`config.mk`:
```
export PLATFORM = sky130hd
export DESIGN_NAME = utf_tx_fifo
export DESIGN_NICKNAME = d
export VERILOG_FILES = /design/src/verilog/utf_byte_ram.v /design/src/verilog/utf_count_ring.v /design/src/verilog/utf_tx_fifo.v
export VERILOG_INCLUDE_DIRS = /design/src /design/src/include
export SDC_FILE = /design/constraint.sdc
export NUM_CORES = 1
export LEC_CHECK = 0
export BUFFER_PORTS_ARGS = -buffer_cell sky130_fd_sc_hd__buf_2
export CORE_MARGIN = 2
export CORE_UTILIZATION = 55
export DETAILED_ROUTE_END_ITERATION = 8
export GPL_TIMING_DRIVEN = 0
export PLACE_DENSITY = 0.75
export SLEW_MARGIN = 20
export SYNTH_ARGS = -nofsm -noshare
export SYNTH_HDL_FRONTEND = slang
export SYNTH_HIERARCHICAL = 1
export SYNTH_SLANG_ARGS = --single-unit
```
`constraint.sdc`:
```
create_clock -name ref_clk_i -period 3.3 [get_ports ref_clk_i]
set_input_delay 0.33 -clock ref_clk_i [delete_from_list [all_inputs] [get_ports ref_clk_i]]
set_output_delay 0.33 -clock ref_clk_i [all_outputs]
set_load 0.03 [all_outputs]
```
`src/include/utf_defines.vh`:
```
// register offsets, field positions and reset values of the transmit fifo
`ifndef UTF_DEFINES_VH
`define UTF_DEFINES_VH

`define UTF_OFF_EP_INDEX   8'hf0
`define UTF_OFF_DATA_PORT  8'hf3
`define UTF_OFF_CONTROL    8'hf4
`define UTF_OFF_FLAGS      8'hf5
`define UTF_OFF_BYTE_COUNT 8'hf6
`define UTF_OFF_STATUS     8'hf7

`define UTF_CTL_REWIND     0
`define UTF_CTL_ADVANCE    1
`define UTF_CTL_AUTO       2
`define UTF_CTL_ISO        3
`define UTF_CTL_CLEAR      7

`define UTF_FLG_OVF        0
`define UTF_FLG_URF        1
`define UTF_FLG_FULL       2
`define UTF_FLG_EMPTY      3
`define UTF_FLG_ARMED_LO   6

`define UTF_STAT_ACK       0
`define UTF_STAT_ERR       1

`define UTF_CTL_RESET      8'h04
`define UTF_FLG_RESET      8'h08
`define UTF_CNT_W          5

`endif

```
`src/verilog/utf_byte_ram.v`:
```
// byte storage of one endpoint transmit fifo, registered read
`timescale 1ns/100ps
module utf_byte_ram #(
  parameter DEPTH = 16,
  parameter AW    = 4
) (
  input  wire          ref_clk_i,
  input  wire          wr_en_i,
  input  wire [AW-1:0] wr_addr_i,
  input  wire [7:0]    wr_data_i,
  input  wire          rd_en_i,
  input  wire [AW-1:0] rd_addr_i,
  output reg  [7:0]    rd_data_o
);
  reg [7:0] mem_r [0:DEPTH-1];

  initial begin
    rd_data_o = 8'h00;
  end

  always @(posedge ref_clk_i) begin
    if (wr_en_i) begin
      mem_r[wr_addr_i] <= wr_data_i;
    end
    if (rd_en_i) begin
      rd_data_o <= mem_r[rd_addr_i];
    end
  end
endmodule // utf_byte_ram

```
`src/verilog/utf_count_ring.v`:
```
// two-entry byte count store, one entry per data set
`timescale 1ns/100ps
module utf_count_ring #(
  parameter CW = 5
) (
  input  wire          ref_clk_i,
  input  wire          rstn_i,
  input  wire          wr_en_i,
  input  wire          wr_set_i,
  input  wire [CW-1:0] wr_count_i,
  input  wire          rd_set_i,
  output wire [CW-1:0] rd_count_o
);
  reg [CW-1:0] cnt_r [0:1];

  always @(posedge ref_clk_i or negedge rstn_i) begin
    if (!rstn_i) begin
      cnt_r[0] <= {CW{1'b0}};
      cnt_r[1] <= {CW{1'b0}};
    end else if (wr_en_i) begin
      cnt_r[wr_set_i] <= wr_count_i;
    end
  end

  assign rd_count_o = cnt_r[rd_set_i];
endmodule // utf_count_ring

```
`src/verilog/utf_tx_fifo.v`:
```
// endpoint-indexed usb transmit fifos with data set management
//
// Function
// - firmware data write stores byte at write pointer, pointer advances
// - engine fetch reads byte at read pointer, pointer advances
// - read marker holds set start; advance moves it to read pointer
// - rewind moves read pointer back to marker for retransmission
// - five-bit count store keeps one count per data set
// - two armed bits show loaded sets, reset to empty 00
// - armed bits choose next set; at 11 writes are discarded
// - count write: 00->01, 01/10->11, at 11 sets overrun
// - marker advance clears older armed bit; rewind leaves bits alone
// - auto management off: transfer end only updates ack and error bits
// - auto, non-iso ack: advance marker, clear that armed bit
// - auto, non-iso error: rewind pointer, armed bits unchanged
// - auto iso: advance marker on ack or error, clear armed bit at frame start
// - iso: firmware changes immediate, usb armed, underrun and status updates wait for frame start
// - advance bit moves marker, self-clears; needs rewind/auto/clear zero
// - rewind bit moves pointer, self-clears; needs advance/auto/clear zero
// - byte count zero arms an empty set
// - all registers other than the index act on the endpoint the index names
// - fetch from empty or past count sets sticky underrun, locks pointer
// - write to full fifo sets sticky overrun, pointer holds
// - ack and error update together and never both set
`timescale 1ns/100ps
`include "utf_defines.vh"
module utf_tx_fifo #(
  parameter NEP   = 2,
  parameter EPW   = 1,
  parameter DEPTH = 16,
  parameter AW    = 4
) (
  input  wire                  ref_clk_i,
  input  wire                  rstn_i,
  input  wire [7:0]            reg_addr_i,
  input  wire [7:0]            reg_wdata_i,
  input  wire                  reg_wr_i,
  input  wire                  reg_rd_i,
  output reg  [7:0]            reg_rdata_o,
  input  wire [EPW-1:0]        se_ep_i,
  input  wire                  se_fetch_i,
  output wire [7:0]            se_data_o,
  output reg  [`UTF_CNT_W-1:0] se_count_o,
  output wire                  se_ready_o,
  input  wire                  se_done_i,
  input  wire                  se_ack_i,
  input  wire                  se_err_i,
  input  wire                  sof_i
);
  localparam [AW:0] FULL_LEVEL = DEPTH;

  ////////////////////////////////////////////////////////////////////////////
  // decode helpers
  function [1:0] armed_dec;
    input [1:0] f;
    input       older;
    begin
      if (f == 2'b11) begin
        armed_dec = older ? 2'b01 : 2'b10;
      end else begin
        armed_dec = 2'b00;
      end
    end
  endfunction

  function rd_set_of;
    input [1:0] f;
    input       older;
    begin
      rd_set_of = (f == 2'b10) | ((f == 2'b11) & older);
    end
  endfunction

  ////////////////////////////////////////////////////////////////////////////
  // shared register state
  reg  [EPW-1:0]          ep_idx_r;
  reg  [EPW-1:0]          se_ep_q_r;
  wire [NEP*8-1:0]        ctl_all;
  wire [NEP*8-1:0]        flg_all;
  wire [NEP*8-1:0]        stat_all;
  wire [NEP*8-1:0]        dq_all;
  wire [NEP*`UTF_CNT_W-1:0] cnt_all;
  wire [NEP-1:0]          rdy_all;

  always @(posedge ref_clk_i or negedge rstn_i) begin
    if (!rstn_i) begin
      ep_idx_r    <= {EPW{1'b0}};
      se_ep_q_r   <= {EPW{1'b0}};
      reg_rdata_o <= 8'h00;
      se_count_o  <= {`UTF_CNT_W{1'b0}};
    end else begin
      se_ep_q_r  <= se_ep_i;
      se_count_o <= cnt_all[se_ep_i*`UTF_CNT_W +: `UTF_CNT_W];
      if (reg_wr_i && reg_addr_i == `UTF_OFF_EP_INDEX) begin
        ep_idx_r <= reg_wdata_i[EPW-1:0];
      end
      reg_rdata_o <= 8'h00;
      if (reg_rd_i) begin
        case (reg_addr_i)
          `UTF_OFF_EP_INDEX: reg_rdata_o <= {{(8-EPW){1'b0}}, ep_idx_r};
          `UTF_OFF_CONTROL:  reg_rdata_o <= ctl_all[ep_idx_r*8 +: 8];
          `UTF_OFF_FLAGS:    reg_rdata_o <= flg_all[ep_idx_r*8 +: 8];
          `UTF_OFF_STATUS:   reg_rdata_o <= stat_all[ep_idx_r*8 +: 8];
          default:           reg_rdata_o <= 8'h00;
        endcase
      end
    end
  end

  assign se_data_o  = dq_all[se_ep_q_r*8 +: 8];
  assign se_ready_o = rdy_all[se_ep_i];

  ////////////////////////////////////////////////////////////////////////////
  // one fifo per endpoint
  genvar i;
  generate
    for (i = 0; i < NEP; i = i + 1) begin : g_ep
      reg  [AW:0]            wp_r;
      reg  [AW:0]            rp_r;
      reg  [AW:0]            rm_r;
      reg  [1:0]             armed_r;
      reg                    older_r;
      reg                    ovf_r;
      reg                    urf_r;
      reg                    urf_pend_r;
      reg  [1:0]             dec_pend_r;
      reg                    iso_r;
      reg                    auto_r;
      reg                    adv_r;
      reg                    rev_r;
      reg                    clr_r;
      reg  [`UTF_CNT_W-1:0]  fetched_r;
      reg                    ack_r;
      reg                    err_r;
      reg                    ack_pend_r;
      reg                    err_pend_r;
      reg  [1:0]             f1;
      reg  [1:0]             f2;
      reg  [1:0]             f3;
      wire [`UTF_CNT_W-1:0]  cur_cnt;
      wire [AW:0]            level = wp_r - rm_r;

      wire fw_sel  = (ep_idx_r == i);
      wire se_sel  = (se_ep_i == i);
      wire wr_data = reg_wr_i & fw_sel & (reg_addr_i == `UTF_OFF_DATA_PORT);
      wire wr_cnt  = reg_wr_i & fw_sel & (reg_addr_i == `UTF_OFF_BYTE_COUNT);
      wire wr_ctl  = reg_wr_i & fw_sel & (reg_addr_i == `UTF_OFF_CONTROL);
      wire wr_flg  = reg_wr_i & fw_sel & (reg_addr_i == `UTF_OFF_FLAGS);

      wire empty = (wp_r == rp_r);
      wire full  = (level == FULL_LEVEL);
      wire rd_set = rd_set_of(armed_r, older_r);
      wire wr_set = (armed_r == 2'b01);

      // data and count writes are discarded once both sets are armed
      wire data_ok = wr_data & ~full & (armed_r != 2'b11);
      wire data_ov = wr_data & ~data_ok;
      wire cnt_ok  = wr_cnt & (armed_r != 2'b11);
      wire cnt_ov  = wr_cnt & (armed_r == 2'b11);

      wire lock    = urf_r | urf_pend_r;
      wire fetch   = se_fetch_i & se_sel;
      wire under   = fetch & (empty | (armed_r == 2'b00) |
                              (fetched_r >= cur_cnt));
      wire good_rd = fetch & ~under & ~lock;

      wire done    = se_done_i & se_sel;
      wire ack     = done & se_ack_i & ~se_err_i;
      wire err     = done & se_err_i & ~se_ack_i;
      wire a_adv   = auto_r & (iso_r ? (ack | err) : ack);
      wire a_rev   = auto_r & ~iso_r & err;
      wire f_adv   = adv_r & ~rev_r & ~auto_r & ~clr_r;
      wire f_rev   = rev_r & ~adv_r & ~auto_r & ~clr_r;
      wire do_adv  = a_adv | f_adv;
      wire do_rev  = a_rev | f_rev;
      wire dec_now = f_adv | (a_adv & ~iso_r);
      wire dec_iso = a_adv & iso_r;

      // armed bits: deferred and immediate decrements first, then increment
      always @* begin
        f1 = dec_now ? armed_dec(armed_r, older_r) : armed_r;
        f2 = (sof_i && dec_pend_r != 2'b00) ? armed_dec(f1, older_r) : f1;
        f3 = (sof_i && dec_pend_r == 2'b10) ? armed_dec(f2, older_r) : f2;
        if (cnt_ok) begin
          f3 = (f3 == 2'b00) ? 2'b01 : 2'b11;
        end
      end

      always @(posedge ref_clk_i or negedge rstn_i) begin
        if (!rstn_i) begin
          wp_r       <= {(AW+1){1'b0}};
          rp_r       <= {(AW+1){1'b0}};
          rm_r       <= {(AW+1){1'b0}};
          armed_r    <= 2'b00;
          older_r    <= 1'b0;
          ovf_r      <= 1'b0;
          urf_r      <= 1'b0;
          urf_pend_r <= 1'b0;
          dec_pend_r <= 2'b00;
          iso_r      <= 1'b0;
          auto_r     <= 1'b1;
          adv_r      <= 1'b0;
          rev_r      <= 1'b0;
          clr_r      <= 1'b0;
          fetched_r  <= {`UTF_CNT_W{1'b0}};
          ack_r      <= 1'b0;
          err_r      <= 1'b0;
          ack_pend_r <= 1'b0;
          err_pend_r <= 1'b0;
        end else if (clr_r) begin
          // clear request empties the fifo and drops pending armed and underrun updates
          wp_r       <= {(AW+1){1'b0}};
          rp_r       <= {(AW+1){1'b0}};
          rm_r       <= {(AW+1){1'b0}};
          armed_r    <= 2'b00;
          older_r    <= 1'b0;
          ovf_r      <= 1'b0;
          urf_r      <= 1'b0;
          urf_pend_r <= 1'b0;
          dec_pend_r <= 2'b00;
          adv_r      <= 1'b0;
          rev_r      <= 1'b0;
          clr_r      <= 1'b0;
          fetched_r  <= {`UTF_CNT_W{1'b0}};
        end else begin
          if (data_ok) begin
            wp_r <= wp_r + 1'b1;
          end
          if (do_rev) begin
            rp_r      <= rm_r;
            fetched_r <= {`UTF_CNT_W{1'b0}};
          end else if (do_adv) begin
            rm_r      <= rp_r;
            fetched_r <= {`UTF_CNT_W{1'b0}};
          end else if (good_rd) begin
            rp_r      <= rp_r + 1'b1;
            fetched_r <= fetched_r + 1'b1;
          end
          armed_r <= f3;
          if (cnt_ok && armed_r == 2'b01) begin
            older_r <= 1'b0;
          end else if (cnt_ok && armed_r == 2'b10) begin
            older_r <= 1'b1;
          end
          // usb-side updates wait for frame start in iso mode
          if (sof_i) begin
            dec_pend_r <= dec_iso ? 2'b01 : 2'b00;
          end else if (dec_iso && dec_pend_r != 2'b10) begin
            dec_pend_r <= dec_pend_r + 1'b1;
          end
          if (under && iso_r) begin
            urf_pend_r <= 1'b1;
          end else if (sof_i) begin
            urf_pend_r <= 1'b0;
          end
          // sticky flags: a new event wins over a firmware clear
          if ((under && !iso_r) || (sof_i && urf_pend_r)) begin
            urf_r <= 1'b1;
          end else if (wr_flg && !reg_wdata_i[`UTF_FLG_URF]) begin
            urf_r <= 1'b0;
          end
          if (data_ov || cnt_ov) begin
            ovf_r <= 1'b1;
          end else if (wr_flg && !reg_wdata_i[`UTF_FLG_OVF]) begin
            ovf_r <= 1'b0;
          end
          // transfer result, both bits written together
          if (done && !iso_r) begin
            ack_r <= ack;
            err_r <= err;
          end else if (sof_i && (ack_pend_r || err_pend_r)) begin
            ack_r      <= ack_pend_r;
            err_r      <= err_pend_r;
            ack_pend_r <= 1'b0;
            err_pend_r <= 1'b0;
          end
          if (done && iso_r) begin
            ack_pend_r <= ack;
            err_pend_r <= err;
          end
          if (wr_ctl) begin
            clr_r <= reg_wdata_i[`UTF_CTL_CLEAR];
            iso_r <= reg_wdata_i[`UTF_CTL_ISO];
            auto_r <= reg_wdata_i[`UTF_CTL_AUTO];
            adv_r <= reg_wdata_i[`UTF_CTL_ADVANCE];
            rev_r <= reg_wdata_i[`UTF_CTL_REWIND];
          end else begin
            if (f_adv) begin
              adv_r <= 1'b0;
            end
            if (f_rev) begin
              rev_r <= 1'b0;
            end
          end
        end
      end

      utf_byte_ram #(
        .DEPTH (DEPTH),
        .AW    (AW)
      ) u_ram (
        .ref_clk_i (ref_clk_i),
        .wr_en_i   (data_ok & ~clr_r),
        .wr_addr_i (wp_r[AW-1:0]),
        .wr_data_i (reg_wdata_i),
        .rd_en_i   (good_rd & ~clr_r),
        .rd_addr_i (rp_r[AW-1:0]),
        .rd_data_o (dq_all[i*8 +: 8])
      );

      utf_count_ring #(
        .CW (`UTF_CNT_W)
      ) u_cnt (
        .ref_clk_i  (ref_clk_i),
        .rstn_i     (rstn_i),
        .wr_en_i    (cnt_ok & ~clr_r),
        .wr_set_i   (wr_set),
        .wr_count_i (reg_wdata_i[`UTF_CNT_W-1:0]),
        .rd_set_i   (rd_set),
        .rd_count_o (cur_cnt)
      );

      assign cnt_all[i*`UTF_CNT_W +: `UTF_CNT_W] = cur_cnt;
      assign ctl_all[i*8 +: 8]  = {clr_r, 3'b000, iso_r, auto_r, adv_r, rev_r};
      assign flg_all[i*8 +: 8]  = {armed_r, 2'b00, empty, full, urf_r, ovf_r};
      assign stat_all[i*8 +: 8] = {6'b000000, err_r, ack_r};
      assign rdy_all[i] = (armed_r != 2'b00) & ~ovf_r & ~lock & ~clr_r;
    end
  endgenerate
endmodule // utf_tx_fifo

```
==> results.toml <==
[worst_setup_path]
worst_setup_path_end_kind = "flop"
r2r_slack_ns = 0.10
critPathBufInv = 0
critPathLaunch = "g_ep[1].wp_r[1]"
cp_slowest_stage_delay_ns = 0.65
reg2reg_depth = 7
r2r_start = "g_ep[1].wp_r[1]"
r2r_end = "g_ep[1].u_ram/mem_r[9][1]"
crit_path_start_kind = "flop"
cp_max_fo = 12
slowest_stage = "nor2_1"
crit_arrival_ns = 3.34
critPathRequiredTime_ns = 3.45
critical_path.top_delay_family = "simple AND/OR/NAND/NOR gates"
crit_type = "flop to flop"
crit_path_end = "g_ep[1].u_ram/mem_r[9][1]"
cp_cell_sequence = "ha_1 > and3b_1 > o211a_1 > o2111a_2 > nor3_4 > nand3b_1 > nor2_1"
worst-path-stages = 7

[yosys]
synth_cell_types = 86
ys_ff_latch = 379
ys_seq_area_share_pct = 62.7
syn_avg_cell_area_um2 = 14.8
synthCells = 1171
synthFlopType = "edfxtp_1"
synth-edff-count = 272
yosys_warnings = 6
synth_area_um2 = 17300
async_flop_share_pct = 28.2

[global_routing]
grt_usage_pct = 24.9
antenna_found_initial = 0
grt_pass1_vias = 10874
grt_pass1_wl_um = 62500
grt_max_degree = 78
grt-ovfl-total = 0

[sta]
post-route-min-period_ns = 3.20
tightest_slew_ns = 0.994
slew_headroom_pct = 33.7
setup_viol = 0
hold_violations = 0
setup_ws_ns = 0.104
fmax_ghz = 0.313
finClkSkew_ns = 0.0202
drv_slew = 0
grt_setup_unrepaired = "yes"
min_period_over_period_pct = 96.9

[clock_tree]
cts-buffers-inserted = 39
clkLatencyLatePin_ns = 0.53
clockBufferDepth = 3
clock_sinks = 379
htree_levels = 2
ctsRootBufferMaster = "clkbuf_16"
cts_tree = "built"
clk_pin_slew_ns = 0.06

[power_and_ir_drop]
p_leak_uw = 0.00716
seqPwrFrac_pct = 48.6
cellPowerDensity_nw_per_um2 = 537
peakVddDrop_mv = 0.356
power_uw = 10700
combPwrFrac_pct = 6.3
switching_share_pct = 21.5
p_switching_uw = 2300
p_clk_share_pct = 45.1
power.internal_uw = 8410

[place]
dp_hpwl_um = 25600
io_buffer_count = 43
place_congestion = 0.884
pre_cts_ws_ns = -0.628

[layout]
final_common_cell = "edfxtp_1"
regArea_um2 = 10900
areaGrowthSynthToFinish_pct = 15.4
drive_above_1_share_pct = 23.1
final.fill_count = 2099
fin_nets = 1326
n_antenna_cell = 0
mostFrequentLayoutCells = "272 x edfxtp_1, 100 x dfrtp_1, 60 x nand2_1"
multiInputGateArea_um2 = 6230
fin_util_pct = 64.9

[route]
first_pass_iters = 5
wl_met3_um = 2740
wl_met2_um = 20000
routedWlPerCell_um = 24.2
drt_iter0_drc = 1299
wl_met1_um = 16800
num_vias = 10955
maxUsedRoutingLayer = "met4"
via_per_inst = 6.46
drc = 0
routed_wirelength_um = 41100
detail-route-antenna-nets = 0

[floorplanning]
die_area_um2 = 32900
placementRows = 64
die_h_um = 181
core_um2 = 30700
start_util_pct = 56.3
io_pins = 48
die-width_um = 181

[job]
maxCapViolations = 0

[min_path]
worstHoldPathType = "input pin to flop"

[status]
status = "finished, final reports clean"
## power groups by stage
stage / logic, µW / clock network, µW / registers (µW)
after floorplan: 408 / 0 / 5280
after CTS: 672 / 4880 / 5200
final: 677 / 4830 / 5210
after global placement: 643 / 0 / 5300
after detailed placement: 661 / 0 / 5300
after global routing: 728 / 5070 / 5210
## repair_timing
action                                  in CTS  in global routing
endpoints found under the setup margin     276                263
buffers inserted                             8                  5
endpoints found under the hold margin       31                  0
cloned                                       0                  0
gates resized for setup                     31                 34
pin swaps                                    5                  6
hold buffers                                 2                  0
## routing by layer
metal  vias up  global-route usage (%)
met4         0                    10.1
met2       505                    41.0
li1       4808                       -
met3       105                    3.51
met1      5537                    33.7
met5         -                       0
## cell type report
cell class                      count  area share, %
Buffer                             56           1.75
Multi-Input combinational cell    700           31.2
Inverter                           37          0.696
Timing Repair Buffer               59           2.40
Sequential cell                   379           54.4
Clock buffer                       51           5.37
Tap cell                          396           2.48
Clock inverter                     19           1.68
## stage by stage
stage          TNS [ns]  hold slack, ns  area, µm²  cells
2_1_floorplan         0          0.0344      17300   1172
3_3_place_gp     -73.02           0.485      18000   1611
3_5_place_dp     -76.94           0.238      18100   1612
4_1_cts               0          0.0474      19800   1692
5_1_grt          -0.735          0.0514      20000   1697
6_report              0          0.0612      20000   1697
## logic make-up after synthesis
| family | synth area share [%] |
|---|---|
| XOR/XNOR | 1.03 |
| AO/OA/AOI/OAI | 8.06 |
| AND/OR/NAND/NOR | 10.6 |
| other | 0.0217 |
| multiplexers | 12.8 |
| adder cells (fa/ha/maj) | 2.03 |
| flip-flops | 62.7 |
| buffers and inverters | 2.81 |
## flip-flops by register name (all words and copies together) (netlist names), 4 cells and up
register and cells:
g_ep.u_ram/mem_r 256, g_ep.u_cnt/cnt_r 20, g_ep.u_ram/rd_data_o 16, g_ep.fetched_r 10, g_ep.rm_r 10, g_ep.rp_r 10, g_ep.wp_r 10, reg_rdata_o 6
se_count_o 5, g_ep.armed_r 4, g_ep.dec_pend_r 4
## synthesized netlist by cell type, drive strengths merged, types with 10 or more instances
cell | n | share of area [%]
a21oi | 49 | 1.4
a22oi | 36 | 1.6
a311oi | 10 | 0.51
a31oi | 10 | 0.36
and2 | 10 | 0.36
buf | 29 | 1.2
clkbuf | 21 | 0.46
dfrtp | 105 | 15
edfxtp | 272 | 47
ha | 28 | 2.0
inv | 37 | 0.80
mux2 | 47 | 3.3
mux4 | 65 | 9.1
nand2 | 62 | 1.4
nand2b | 22 | 0.81
nand3 | 35 | 1.0
nand3b | 11 | 0.48
nor2 | 70 | 1.5
nor2b | 16 | 0.67
nor3 | 35 | 1.0
o21ai | 30 | 0.87
o31ai | 16 | 0.69
or4 | 17 | 0.76
xor2 | 11 | 0.56
## worst min path at each step
stage / from / endpoint / slack, ns / cells past startpoint
after floorplan: rstn_i / ep_idx_r / 0.03 / 0
after global placement: g_ep[1].u_cnt/cnt_r[6] / g_ep[1].u_cnt/cnt_r[6] / 0.49 / 1
after detailed placement: rstn_i / g_ep[1].iso_r / 0.24 / 1
after CTS: reg_rd_i / reg_rdata_o[0] / 0.05 / 2
after global routing: reg_rd_i / reg_rdata_o[0] / 0.05 / 2
final: reg_rd_i / reg_rdata_o[0] / 0.06 / 2
Note: power is estimated with default switching activity, not from simulation.
